$ cat config.mk
export PLATFORM = sky130hd
export DESIGN_NAME = ccd_top
export DESIGN_NICKNAME = d
export VERILOG_FILES = /design/src/verilog/ccd_fix_note.sv /design/src/verilog/ccd_pkg.sv /design/src/verilog/ccd_in_divider.sv /design/src/verilog/ccd_top.sv
export SDC_FILE = /design/constraint.sdc
export NUM_CORES = 1
export LEC_CHECK = 0
export ABC_AREA = 1
export BUFFER_PORTS_ARGS = -buffer_cell sky130_fd_sc_hd__buf_2
export CORE_ASPECT_RATIO = 0.8
export CORE_MARGIN = 3
export CORE_UTILIZATION = 44
export DETAILED_ROUTE_END_ITERATION = 12
export GPL_TIMING_DRIVEN = 0
export PLACE_DENSITY = 0.67
export SLEW_MARGIN = 20
export SYNTH_ARGS = -nofsm -noshare
export SYNTH_HDL_FRONTEND = slang
export SYNTH_HIERARCHICAL = 1
export SYNTH_SLANG_ARGS = --single-unit
$ cat constraint.sdc
create_clock -name clk -period 1.9 [get_ports clk]
set_input_delay 0.095 -clock clk [delete_from_list [all_inputs] [get_ports clk]]
set_output_delay 0.095 -clock clk [all_outputs]
set_load 0.05 [all_outputs]
$ cat src/verilog/ccd_fix_note.sv
// Spare source slot: holds no code

$ cat src/verilog/ccd_pkg.sv
// Package: register map, field positions, reset values and divider decode
`default_nettype none
package ccd_pkg;
  // ----------------------------------------
  // Register offsets
  // ----------------------------------------
  localparam logic [9:0] ADDR_CHAN_PHASE = 10'h19A;
  localparam logic [9:0] ADDR_CHAN_CTRL = 10'h19B;
  localparam logic [9:0] ADDR_IN_RATIO = 10'h1E0;
  localparam logic [9:0] ADDR_IN_CTRL = 10'h1E1;

  // ----------------------------------------
  // Field positions
  // ----------------------------------------
  localparam int PH_BYPASS = 7;
  localparam int PH_IGNORE_SYNC = 6;
  localparam int PH_FORCE_HIGH = 5;
  localparam int PH_START_HIGH = 4;
  localparam int PH_OFFSET_LSB = 0;
  localparam int CC_POWER_DOWN = 2;
  localparam int CC_DIRECT = 1;
  localparam int CC_DCC_DISABLE = 0;
  localparam int IC_POWER_DOWN = 4;
  localparam int IC_BYPASS = 0;

  // ----------------------------------------
  // Reset values and writable masks
  // ----------------------------------------
  localparam logic [7:0] RST_CHAN_PHASE = 8'h00;
  localparam logic [7:0] RST_CHAN_CTRL = 8'h00;
  localparam logic [7:0] RST_IN_RATIO = 8'h00;
  localparam logic [7:0] RST_IN_CTRL = 8'h00;
  localparam logic [7:0] MASK_CHAN_PHASE = 8'hFF;
  localparam logic [7:0] MASK_CHAN_CTRL = 8'h07;
  localparam logic [7:0] MASK_IN_RATIO = 8'h07;
  localparam logic [7:0] MASK_IN_CTRL = 8'h11;

  // ----------------------------------------
  // Input divider codes
  // ----------------------------------------
  localparam logic [2:0] DIV_CODE_BYPASS = 3'h6;

  // Divide value for a ratio code; zero marks a static output
  function automatic logic [2:0] ccd_div_value(input logic [2:0] code);
    unique case (code)
      3'h0: ccd_div_value = 3'h2;
      3'h1: ccd_div_value = 3'h3;
      3'h2: ccd_div_value = 3'h4;
      3'h3: ccd_div_value = 3'h5;
      3'h4: ccd_div_value = 3'h6;
      DIV_CODE_BYPASS: ccd_div_value = 3'h1;
      default: ccd_div_value = 3'h0;
    endcase
  endfunction : ccd_div_value
endpackage : ccd_pkg
`default_nettype wire

$ cat src/verilog/ccd_in_divider.sv
// Input clock divider: turns input clock ticks into divided ticks
`timescale 1ns/1ps
`default_nettype none
module ccd_in_divider
  import ccd_pkg::*;
(
  // Clock and reset
  input wire logic clk,
  input wire logic srst,
  // Input clock edge marker
  input wire logic inTick,
  // Settings
  input wire logic [2:0] ratioCode,
  input wire logic bypass,
  input wire logic powerDown,
  // Divided clock ticks
  output logic divTick
);
  logic [2:0] cnt_q, cnt_d;
  logic divTick_d;
  logic [2:0] divVal;

  // ----------------------------------------
  // Counter
  // ----------------------------------------
  always_comb
  begin
    divVal = ccd_div_value(ratioCode);
    cnt_d = cnt_q;
    divTick_d = 1'b0;
    if (powerDown)
    begin
      cnt_d = 3'h0;
    end
    else if (bypass)
    begin
      divTick_d = inTick;
      cnt_d = 3'h0;
    end
    else if (divVal == 3'h0)
    begin
      cnt_d = 3'h0;
    end
    else if (inTick)
    begin
      // Counter keeps its count across a ratio change, so a wrong-length first period is possible
      if (cnt_q + 3'h1 >= divVal)
      begin
        cnt_d = 3'h0;
        divTick_d = 1'b1;
      end
      else
      begin
        cnt_d = cnt_q + 3'h1;
      end
    end
  end

  always_ff @(posedge clk)
  begin
    if (srst)
    begin
      cnt_q <= 3'h0;
      divTick <= 1'b0;
    end
    else
    begin
      cnt_q <= cnt_d;
      divTick <= divTick_d;
    end
  end
endmodule : ccd_in_divider
`default_nettype wire

$ cat src/verilog/ccd_top.sv
// Channel three divider and clock input configuration logic
// Function
// - Force control holds divider output low, or at start level when set.
// - Start-level control picks whether the divider output begins low or high.
// - Four-bit phase offset field is passed out on chanPhaseOffset, not used by the divider, resets to zero.
// - Channel power-down puts all three outputs into safe power-down.
// - Direct-to-output routes input clock to outputs unless input divider bypassed.
// - Duty-cycle correction is on unless its disable control is set.
// - Input divider bypass routes the clock around the input divider.
// - Input power-down stops the whole clock input section.
`timescale 1ns/1ps
`default_nettype none
module ccd_top
  import ccd_pkg::*;
(
  // Clock and reset
  input wire logic clk,
  input wire logic srst,
  // Register port from the serial control port
  input wire logic [9:0] regAddr,
  input wire logic [7:0] regWrData,
  input wire logic regWrEn,
  input wire logic regRdEn,
  output logic [7:0] regRdData,
  // Input clock
  input wire logic inClkLevel,
  input wire logic inClkTick,
  // Channel outputs
  output logic channelThreeOutputA,
  output logic channelThreeOutputB,
  output logic channelThreeOutputC,
  output logic chanSafePowerDown,
  // Decoded settings
  output logic dutyCycleCorrectionEn,
  output logic [3:0] chanPhaseOffset,
  output logic inSectionPowerDown
);
  // ----------------------------------------
  // Registers
  // ----------------------------------------
  logic [7:0] chanPhase_q, chanPhase_d;
  logic [7:0] chanCtrl_q, chanCtrl_d;
  logic [7:0] inRatio_q, inRatio_d;
  logic [7:0] inCtrl_q, inCtrl_d;
  logic [7:0] regRdData_d;

  always_comb
  begin
    chanPhase_d = chanPhase_q;
    chanCtrl_d = chanCtrl_q;
    inRatio_d = inRatio_q;
    inCtrl_d = inCtrl_q;
    regRdData_d = regRdData;
    if (regWrEn)
    begin
      unique case (regAddr)
        ADDR_CHAN_PHASE: chanPhase_d = regWrData & MASK_CHAN_PHASE;
        ADDR_CHAN_CTRL: chanCtrl_d = regWrData & MASK_CHAN_CTRL;
        ADDR_IN_RATIO: inRatio_d = regWrData & MASK_IN_RATIO;
        ADDR_IN_CTRL: inCtrl_d = regWrData & MASK_IN_CTRL;
        default: ;
      endcase
    end
    if (regRdEn)
    begin
      // Unused bits and unmapped offsets read as zero
      unique case (regAddr)
        ADDR_CHAN_PHASE: regRdData_d = chanPhase_q;
        ADDR_CHAN_CTRL: regRdData_d = chanCtrl_q;
        ADDR_IN_RATIO: regRdData_d = inRatio_q;
        ADDR_IN_CTRL: regRdData_d = inCtrl_q;
        default: regRdData_d = 8'h00;
      endcase
    end
  end

  always_ff @(posedge clk)
  begin
    if (srst)
    begin
      chanPhase_q <= RST_CHAN_PHASE;
      chanCtrl_q <= RST_CHAN_CTRL;
      inRatio_q <= RST_IN_RATIO;
      inCtrl_q <= RST_IN_CTRL;
      regRdData <= 8'h00;
    end
    else
    begin
      chanPhase_q <= chanPhase_d;
      chanCtrl_q <= chanCtrl_d;
      inRatio_q <= inRatio_d;
      inCtrl_q <= inCtrl_d;
      regRdData <= regRdData_d;
    end
  end

  // ----------------------------------------
  // Input divider
  // ----------------------------------------
  logic divTick;
  logic inPd;
  logic inBypass;

  assign inPd = inCtrl_q[IC_POWER_DOWN];
  assign inBypass = inCtrl_q[IC_BYPASS];

  ccd_in_divider u_in_divider (
    .clk(clk),
    .srst(srst),
    .inTick(inClkTick),
    .ratioCode(inRatio_q[2:0]),
    .bypass(inBypass),
    .powerDown(inPd),
    .divTick(divTick)
  );

  // ----------------------------------------
  // Channel divider and output routing
  // ----------------------------------------
  logic chanLevel_q, chanLevel_d;
  logic outLevel_d;
  logic forceActive;
  logic chanPd;
  logic directRoute;

  // Force only bites when sync is ignored and the channel divider is in use
  assign forceActive = chanPhase_q[PH_IGNORE_SYNC] && !chanPhase_q[PH_BYPASS];
  assign chanPd = chanCtrl_q[CC_POWER_DOWN];
  assign directRoute = chanCtrl_q[CC_DIRECT] && !inBypass;

  always_comb
  begin
    chanLevel_d = chanLevel_q;
    if (chanPd || inPd)
    begin
      chanLevel_d = chanPhase_q[PH_START_HIGH];
    end
    else if (forceActive)
    begin
      // Forced value; start level also primes the restart once force is released
      chanLevel_d = chanPhase_q[PH_FORCE_HIGH] & chanPhase_q[PH_START_HIGH];
    end
    else if (divTick)
    begin
      chanLevel_d = !chanLevel_q;
    end
    if (chanPd || inPd)
    begin
      outLevel_d = 1'b0;
    end
    else if (directRoute)
    begin
      outLevel_d = inClkLevel;
    end
    else
    begin
      outLevel_d = chanLevel_d;
    end
  end

  always_ff @(posedge clk)
  begin
    if (srst)
    begin
      chanLevel_q <= 1'b0;
      channelThreeOutputA <= 1'b0;
      channelThreeOutputB <= 1'b0;
      channelThreeOutputC <= 1'b0;
      chanSafePowerDown <= 1'b0;
      dutyCycleCorrectionEn <= 1'b1;
      chanPhaseOffset <= 4'h0;
      inSectionPowerDown <= 1'b0;
    end
    else
    begin
      chanLevel_q <= chanLevel_d;
      channelThreeOutputA <= outLevel_d;
      channelThreeOutputB <= outLevel_d;
      channelThreeOutputC <= outLevel_d;
      chanSafePowerDown <= chanPd;
      dutyCycleCorrectionEn <= !chanCtrl_q[CC_DCC_DISABLE];
      chanPhaseOffset <= chanPhase_q[PH_OFFSET_LSB +: 4];
      inSectionPowerDown <= inPd;
    end
  end
endmodule : ccd_top
`default_nettype wire

# Word-level counts from Yosys, hierarchy flattened
# Cells that the tools add are included.
[totals]
regBits = 37
input_bits = 24
elab_cells = 52
out_inout_bits = 18
[classes]
add_sub_neg = 1
n_lt_le_gt_ge = 1
n_mux = 11
n_reduce_logical = 16
n_eq_ne = 9
bitwise = 1
[ops]
columns = ["op", "n"]
rows = [
  ["equality test 10 x 9 -> 1 bit, second input constant", 4],
  ["case mux 8 bit (4 select lines)", 1],
  ["case mux 3 bit (6 select lines)", 1],
  ["2-to-1 mux 1 bit", 8],
  ["AND reduction 2 bit", 4],
  ["equality test 3 x 2 -> 1 bit, second input constant", 2],
  ["equality test 3 bit, second input constant", 2],
  ["zero test 3 bit", 2],
  ["zero test 1 bit", 4],
  ["OR reduction 2 bit", 2],
  ["OR reduction 4 bit", 1],
  ["adder 3 x 1 -> 3 bit, second input constant", 1],
  ["equality test 3 x 1 -> 1 bit, second input constant", 1],
  [">= comparator 3 bit", 1],
  ["2-to-1 mux 3 bit", 1],
  ["logical AND 1 bit", 2],
  ["bitwise AND 1 bit", 1],
  ["logical OR 1 bit", 1],
]

# Logic depth before layout (Yosys ltp)
# Gate-level depths: netlist of run 1.
[depth]
ltp_word = 7
mapped_depth = 10
mapped_depth_nobuf = 10

# By module
# Netlist of run 1, hierarchy kept.
[modules_own_cells]
columns = ["mod", "cells_each", "area_per_inst_um2", "seq_area_each_um2", "instances"]
rows = [
  ["ccd_top", 190, 1418.9, 660.6, 1],
  ["ccd_in_divider", 47, 322.8, 80.1, 1],
]

# Worst setup path before layout of run 1
# OpenSTA, ideal clock, no wires.
[synth_timing]
path_kind = "register -> register"
from = "register u_in_divider.cnt_q[0]"
to = "register u_in_divider.cnt_q[2]"
required_ns = 1.834
n_path_buf = 0
setup_slack_ns = 0.389
synth_period_minus_slack_ns = 1.511
path_stages_with_launch = 9
arrival_time_ns = 1.445
setup_ns = 0.066
cell_sequence = "dfxtp_1 ha_1 xor2_1 ha_1 nand2_1 nand2_1 nor2_2 nand3_1 a21oi_2"
[synth_between]
elab_chain_len = 3
[synth_lines]
columns = ["element", "line", "source"]
rows = [
  ["start: declaration", "ccd_in_divider.sv:19", "logic [2:0] cnt_q, cnt_d;"],
  ["start signal: assignment", "ccd_in_divider.sv:68", "cnt_q <= cnt_d;"],
  ["adder 3 x 1 -> 3 bit *", "ccd_in_divider.sv:47, ccd_in_divider.sv:54", ""],
  [">= comparator 3 bit", "ccd_in_divider.sv:47", "if (cnt_q + 3'h1 >= divVal)"],
  ["2-to-1 mux 3 bit *", "ccd_in_divider.sv:47", ""],
]
# Mark *: on every way between the ends. The rest lies on a longest branch, timed or not.
# A chain may end at the register's enable or synchronous reset.

# Worst setup path in the final report of run 1
# Ends and elaborated chain as after synthesis.

==> results of run 1 <==
registers in the layout, indices dropped and copies added, names as in the netlist, 2 cells and up:
signal,cells
chanPhase_q,8
regRdData,8
chanPhaseOffset,4
chanCtrl_q,3
inRatio_q,3
u_in_divider/cnt_q,3
inCtrl_q,2
power by group:
group | switching, uW | internal (uW)
logic | 142 | 78.0
clock network | 276 | 294
registers | 9.71 | 792
cell type report:
cell class | instances | share of cell area
clock inverters | 2 | 0.006528
plain buffers | 7 | 0.01958
flip-flops and latches | 37 | 0.3513
repair buffers | 41 | 0.09733
clock buffers | 6 | 0.03917
multi-input cells | 162 | 0.4000
well taps | 52 | 0.03086
inverters | 31 | 0.05519
worst reg2reg max path: stages (launching register included):
cell,delay (ps)
sky130_fd_sc_hd__dfxtp_1,390
sky130_fd_sc_hd__ha_1,180
sky130_fd_sc_hd__xor2_1,220
sky130_fd_sc_hd__ha_1,310
sky130_fd_sc_hd__nand2_1,90
sky130_fd_sc_hd__nand2_1,60
sky130_fd_sc_hd__nor2_2,150
sky130_fd_sc_hd__nand3_1,110
sky130_fd_sc_hd__a21oi_2,120
placed cells by master (no fill, tap or decap), drive strengths merged, types with 7 or more instances in the layout:
master  netlist  routed
a21oi        22      22
buf           4      45
clkbuf        3       9
dfxtp        37      37
inv          30      30
nand2        44      44
nand3         9       9
nand4         7       7
nor2         39      39
o21ai        27      27
worst max path at each step:
stage                                from                     to  depth (start not counted)  slack [ps]
floorplan           u_in_divider/cnt_q[0]  u_in_divider/cnt_q[2]                          8         390
global placement    u_in_divider/cnt_q[0]  u_in_divider/cnt_q[1]                          8         240
detailed placement  u_in_divider/cnt_q[0]  u_in_divider/cnt_q[2]                          8         210
CTS                 u_in_divider/cnt_q[0]  u_in_divider/cnt_q[2]                          8         190
global route        u_in_divider/cnt_q[0]  u_in_divider/cnt_q[2]                          8          40
finish              u_in_divider/cnt_q[0]  u_in_divider/cnt_q[2]                          8         220
cells by family (layout without fill, tap and decap cells):
kind of cell               count (synthesis)  in the layout
and+or+nand+nor                          105            105
DFF                                       37             37
buffers and inverters                     38             87
adders and majority gates                  4              4
AOI/OAI and AO/OA                         51             51
xor gates and xnor gates                   2              2
stage by stage:
| stage | util | power [uW] | cells | instance area [um2] | hold slack, ps |
|---|---|---|---|---|---|
| 2_1_floorplan | - | 971.6 | 237 | 1742 | 164.1 |
| 3_3_place_gp | 0.5568 | 1039 | 330 | 2012 | 333.2 |
| 3_5_place_dp | 0.5568 | 1040 | 330 | 2012 | 336.8 |
| 4_1_cts | 0.5834 | 1612 | 338 | 2108 | 31.11 |
| 5_1_grt | 0.5834 | 1677 | 338 | 2108 | 54.08 |
| 6_report | 0.5834 | 1592 | 338 | 2108 | 36.44 |
layer usage:
| layer | global-route usage | vias to the layer above | routed length (um) |
|---|---|---|---|
| li1 | - | 864 | - |
| met1 | 0.2284 | 700 | 1896 |
| met2 | 0.2292 | 61 | 1476 |
| met3 | 0.07081 | 6 | 295 |
| met4 | 0.06787 | 0 | 55 |
| met5 | 0 | - | 0 |
==> summary.txt, run 1 <==
STA
  – Post-route minimum period: 1683 ps
  – Final Setup Violations: 0
  – Setup repair after global routing missed its margin: false
  – Clock skew: 6.164 ps
  – Max_slew headroom: 0.7079
  – Maximum operating frequency: just under 600 MHz
  – TNS Setup: 0 ps
  – Setup WS post-layout: 216.9 ps
  – Worst Max-Slew Pin Slew: 438.1 ps
  – Share of the cycle needed by the critical path after routing: 0.8859
  – Final hold viol count: 0
  – Final Slew Violations: 0

Cells and area
  – Synthesis-to-finish area growth: 21.05%
  – Area of the multi-input gates: approximately 840 um2
  – Final layout net count: 313
  – Reg area: 740.7 um2
  – Share of cells above drive strength 1: 0.2552
  – Antenna Diode Count: 0
  – Number of fillers in the final layout: 358

CTS
  – CTS tree: done
  – Number of clock sinks: 37
  – Resized cells post-CTS: 0
  – Inserted Clock Buffers: 5
  – Post-CTS setup repair buffer count: 0
  – CTS Buffer Depth: 2
  – Post-CTS Hold Buffers: 0
  – Clock network latency to the later pin of the worst-skew pair: a little under 300 ps
  – Clock root buffer master: sky130_fd_sc_hd__clkbuf_8
  – Clock transition time at the flip-flop clock pins of the worst setup and hold paths: 70 ps
  – H-tree lvl count: 2

Routing
  – First DRT Iteration DRCs: 91
  – WL final: 3723 um
  – Detail-routed net length per standard cell: 11.01 um
  – Post-route antenna net violation count: 0
  – Overall via count from detail_route: 1631
  – First-pass DRT Iterations: 4
  – DR DRC count: 0
  – Via count normalized by instance count: 4.825

Place
  – Worst slack after detailed placement: 211.1 ps
  – Gp weighted congestion: just under 0.9
  – IO buf count: 41
  – Dpl hpwl: 2880 um

Critical path
  – CP top delay family: adder cells
  – Sum of buffers and inverters on the critical path: 0
  – Crit end category: flip-flop
  – Startpoint of the worst register-to-register path: u_in_divider/cnt_q[0]
  – Type of origin of the critical path: flip-flop
  – Number of cells traversed by the worst register-to-register path: 8
  – Slowest cell on the critical path: sky130_fd_sc_hd__dfxtp_1
  – Delay contributed by the slowest stage of the critical path: ~390 ps
  – Worst Path Class, Setup: reg -> reg
  – Crit path arrival time: 1910 ps
  – Data required, critical path: roughly 2100 ps
  – Crit path cell chain: ha_1 > xor2_1 > ha_1 > nand2_1 > nand2_1 > nor2_2 > nand3_1 > a21oi_2
  – CP max FO: 5
  – Reg-to-Reg End: u_in_divider/cnt_q[2]
  – Setup slack of the worst register-to-register path: 220 ps

Floorplanning
  – Area of the die: 4754 um2
  – Num rows: 19
  – Effective utilization at floorplan: 0.4820
  – I/O Pins: 42
  – Vert. Die Dim: 62.28 um
  – Die Width: 76.34 um
  – Floorplan core area: 3613 um2

Power and ir drop
  – Peak supply drop: 0.6016 mV
  – P per Cell Area: between 700 and 800 nW/um2
  – Leak Pwr: about 0.001 uW

Synthesis
  – List of most frequent post-synthesis cells: sky130_fd_sc_hd__nand2_1, sky130_fd_sc_hd__dfxtp_1, sky130_fd_sc_hd__nor2_1
  – Fraction of post-synthesis cell area in the top cell type by area: 0.4253
  – Fraction of the mapped netlist area in simple logic gates: 0.2802
  – Synth unique cells: 30
  – Cell with the most instances after synthesis: sky130_fd_sc_hd__nand2_1
  – Sequential element share of the synthesized area: 0.4253
  – Total of flip-flops plus latches after synthesis: 37
  – Dominant combinational cell family by area after synthesis: simple AND/OR/NAND/NOR gates
  – Avg Inst Size Synth: 7.349 um2
  – Post-synthesis compound-gate area fraction: 0.1652
  – Syn_nets: 265
  – Library cell with the largest summed area after synthesis: sky130_fd_sc_hd__dfxtp_1
  – Warnings, synthesis: 6
  – Adder-cell share of the synthesized area: 0.02874
  – Async set or reset register ratio after synthesis: 0
  – Synth Instances: ~240
  – Synth Area in XOR/XNOR: 0.01006
  – Area of the mapped netlist: 1742 um2
  – Number of enable-type register cells in the synthesized netlist: 0
  – Top cells by area in the synthesized netlist: sky130_fd_sc_hd__dfxtp_1, sky130_fd_sc_hd__nand2_1, sky130_fd_sc_hd__nor2_1
  – Main synth FF type: sky130_fd_sc_hd__dfxtp_1
  – Multiplexer area fraction after synthesis: 0

Global route
  – Antenna violations before repair: 0
  – Overflow left after global routing: 0
  – First-pass GRT wire length: ~6400 um
  – Vias in the first global route: 1407
  – Largest net degree at the start of global routing: 13
  – Total routing resource utilization after global routing: 0.1670

Min path
  – Worst hold path startpoint: regWrData[7]
  – Worst min-delay path category: in -> reg
  – Count of cells along the worst hold path: 3
  – End point of the most critical hold path: chanPhase_q[7]

Run
  – Max-cap violations: 0

Outcome
  – Outcome: complete, no violations
No activity file was read; power rests on OpenSTA's default activity.
==> inputs of run 2 (changes only) <==
--- a/config.mk
+++ b/config.mk
@@ -13,8 +13,6 @@
 export DETAILED_ROUTE_END_ITERATION = 12
 export GPL_TIMING_DRIVEN = 0
 export PLACE_DENSITY = 0.67
-export SLEW_MARGIN = 20
 export SYNTH_ARGS = -nofsm -noshare
 export SYNTH_HDL_FRONTEND = slang
-export SYNTH_HIERARCHICAL = 1
 export SYNTH_SLANG_ARGS = --single-unit
==> run 2 against run 1 <==
  * Area after synthesis decreased by 1.8%
  * Combinational power down 4%
  * First-iteration DRC count is 20% lower
  * Flip-flop and latch count unchanged
  * Clock-buffer cell count rose by 1
  * Die area is 1.6% lower
  * Global-route usage grew 1.6 points
  * Maximum frequency decreased by 0.63%
  * Sequential power is essentially flat
  * Worst hold slack lost 6.7 ps
  * Cell count fell by 2.7%
  * Critical endpoint is now u_in_divider.cnt_q[2]
==> summary.txt, run 2 <==
Outcome
  – Outcome: complete, no violations

CTS
  – Clock root buffer master: sky130_fd_sc_hd__clkbuf_8
  – CTS Buffer Depth: 2 (unchanged)
  – Clock transition time at the flip-flop clock pins of the worst setup and hold paths: 70 ps (about the same)
  – Post-CTS Hold Buffers: 0 (unchanged)
  – CTS tree: done
  – H-tree lvl count: 2 (unchanged)
  – Number of clock sinks: 37 (unchanged)
  – Clock network latency to the later pin of the worst-skew pair: 290 ps (about the same)
  – Inserted Clock Buffers: 5 (unchanged)

Synthesis
  – Total of flip-flops plus latches after synthesis: 37 (unchanged)
  – Sequential element share of the synthesized area: 0.4331 (+0.007778)
  – Async set or reset register ratio after synthesis: 0 (unchanged)
  – Fraction of post-synthesis cell area in the top cell type by area: 0.4331 (+0.007778)
  – Main synth FF type: sky130_fd_sc_hd__dfxtp_1
  – Synth Instances: 228 (-3.8%)
  – Syn_nets: 256 (-3.4%)
  – Warnings, synthesis: 0 (-6)
  – Top cells by area in the synthesized netlist: sky130_fd_sc_hd__dfxtp_1, sky130_fd_sc_hd__nand2_1, sky130_fd_sc_hd__a21oi_1
  – Area of the mapped netlist: 1710 um2 (-1.8%)
  – Cell with the most instances after synthesis: sky130_fd_sc_hd__nand2_1
  – Synth unique cells: 30 (unchanged)
  – Number of enable-type register cells in the synthesized netlist: 0 (unchanged)
  – List of most frequent post-synthesis cells: sky130_fd_sc_hd__nand2_1, sky130_fd_sc_hd__dfxtp_1, sky130_fd_sc_hd__inv_1
  – Avg Inst Size Synth: 7.502 um2 (+2.1%)
  – Library cell with the largest summed area after synthesis: sky130_fd_sc_hd__dfxtp_1

STA
  – Post-route minimum period: 1694 ps (+10.62 ps)
  – Maximum operating frequency: 590.4 MHz (-0.63%)
  – Max_slew headroom: 0.6927 (-0.01520)
  – Setup repair after global routing missed its margin: false
  – Final Slew Violations: 0 (unchanged)
  – TNS Setup: 0 ps (unchanged)
  – Clock skew: 4.669 ps (-1.496 ps)
  – Worst Max-Slew Pin Slew: 460.9 ps (+22.79 ps)
  – Final Setup Violations: 0 (unchanged)
  – Share of the cycle needed by the critical path after routing: 0.8915 (+0.005587)
  – Setup WS post-layout: 206.2 ps (-10.62 ps)
  – Final hold viol count: 0 (unchanged)

Critical path
  – Crit path arrival time: 1920 ps (about the same)
  – Worst Path Class, Setup: reg -> reg
  – Data required, critical path: 2130 ps (about the same)
  – Number of cells traversed by the worst register-to-register path: 8 (unchanged)
  – CP max FO: 4 (-1)
  – Type of origin of the critical path: flip-flop
  – Crit end category: flip-flop

Min path
  – Worst min-delay path category: in -> reg
  – Count of cells along the worst hold path: 3 (unchanged)

Cells and area
  – Final instance area: 2101 um2 (-0.36%)
  – Synthesis-to-finish area growth: 22.82%
  – Top flop regs: chanPhase_q (8), regRdData (8), chanPhaseOffset (4)
  – Commonest cells after routing, fill and taps aside: sky130_fd_sc_hd__buf_2, sky130_fd_sc_hd__nand2_1, sky130_fd_sc_hd__dfxtp_1, sky130_fd_sc_hd__inv_1, sky130_fd_sc_hd__a21oi_1
  – Non-filler instance count after layout: 329 (-2.7%)
  – Leading cell type in the layout, fill and taps excluded: sky130_fd_sc_hd__buf_2
  – Antenna Diode Count: 0 (unchanged)
  – Final layout net count: 304 (-2.9%)
  – Share of cells above drive strength 1: 0.2455 (-0.009757)

Floorplanning
  – Effective utilization at floorplan: 0.4765 (-0.005522)
  – I/O Pins: 42 (unchanged)
  – Die Width: 75.71 um (-0.83%)
  – Floorplan core area: 3590 um2 (-0.66%)
  – Vert. Die Dim: 61.77 um (-0.82%)
  – Area of the die: 4676 um2 (-1.6%)
  – Num rows: 19 (unchanged)

Routing
  – Post-route antenna net violation count: 0 (unchanged)
  – Overall via count from detail_route: 1618 (-0.80%)
  – First DRT Iteration DRCs: 73 (-20%)
  – Detail-routed net length per standard cell: 11.76 um (+6.8%)
  – WL final: 3869 um (+3.9%)
  – Via count normalized by instance count: 4.918 (+1.9%)
  – First-pass DRT Iterations: 4 (unchanged)
  – DR DRC count: 0 (unchanged)

Global route
  – Vias in the first global route: 1461 (+3.8%)
  – First-pass GRT wire length: 6354 um (-0.22%)
  – Antenna violations before repair: 0 (unchanged)
  – Total routing resource utilization after global routing: 0.1833 (+0.01628)
  – Overflow left after global routing: 0 (unchanged)
  – Largest net degree at the start of global routing: 12 (-1)

Place
  – Dpl hpwl: 3012 um (+4.6%)
  – Worst slack after detailed placement: 184.2 ps (-26.91 ps)
  – Area post-placement: 1981 um2 (-1.6%)
  – IO buf count: 41 (unchanged)
  – Placed Cells: 321 (-2.7%)
  – Gp weighted congestion: 0.8505 (-4.6%)

Power and ir drop
  – Leak Pwr: 0.0009821 uW (-3.7%)
  – Peak supply drop: 0.5865 mV (-2.5%)
  – P per Cell Area: 818.0 nW/um2 (+8.3%)

Run
  – Max-cap violations: 0 (unchanged)
-- run 2: cell type report --
class / instances / area [um2]
Sequential cell: 37 / 740.7
Tap cell: 52 / 65.06
Clock buffer: 7 / 86.33
Buffer: 7 / 41.29
Multi-Input combinational cell: 153 / 812.0
Timing Repair Buffer: 41 / 205.2
Clock inverter: 1 / 30.03
Fill cell: 344 / 1489
Inverter: 31 / 120.1
-- run 2: layer usage --
layer | track usage | routed length [um]
met5 | 0 | 0
met4 | 0.07232 | 51
met3 | 0.04984 | 284
met2 | 0.2804 | 1588
met1 | 0.2478 | 1945
-- run 2: logic make-up after synthesis --
group	count (synthesis)	share of synthesized area
and+or+nand+nor	95	0.2714
AOI/OAI and AO/OA	53	0.1668
buffers and inverters	38	0.09436
DFF	37	0.4331
adders and majority gates	4	0.02926
xor gates and xnor gates	1	0.005122
-- run 2: report_power, final --
part | switching, uW | internal [uW]
clock network | 276 | 428
logic | 138 | 73.8
registers | 10.1 | 792
total | 424 | 1290
-- run 2: what timing repair did --
action | in CTS | in global routing
gates resized for setup | 0 | 1
endpoints found under the setup margin | 0 | 1
buffers inserted | 0 | 0
-- run 2: critical path, stage by stage (launching register included) --
cell	delay, ps
sky130_fd_sc_hd__dfxtp_1	380
sky130_fd_sc_hd__ha_1	180
sky130_fd_sc_hd__xor2_1	220
sky130_fd_sc_hd__ha_1	300
sky130_fd_sc_hd__a21oi_2	170
sky130_fd_sc_hd__nand4_1	90
sky130_fd_sc_hd__inv_1	100
sky130_fd_sc_hd__nand2_1	70
sky130_fd_sc_hd__a21oi_1	120
-- run 2: worst paths after layout --
path                    startpoint                    end  slack [ps]
max          u_in_divider.cnt_q[0]  u_in_divider.cnt_q[2]         210
min                   regWrData[6]         chanPhase_q[6]          30
min reg2reg          chanCtrl_q[0]  dutyCycleCorrectionEn         440
max reg2reg  u_in_divider.cnt_q[0]  u_in_divider.cnt_q[2]         210
-- run 2: metrics by stage --
stage	hold slack, ps	util	total power (uW)
finish	29.75	0.5852	1718
global route	51.23	0.5852	1797
CTS	34.74	0.5842	1727
detailed placement	339.6	0.5518	1031
global placement	332.6	0.5518	1031
floorplan	164.1	-	963.6
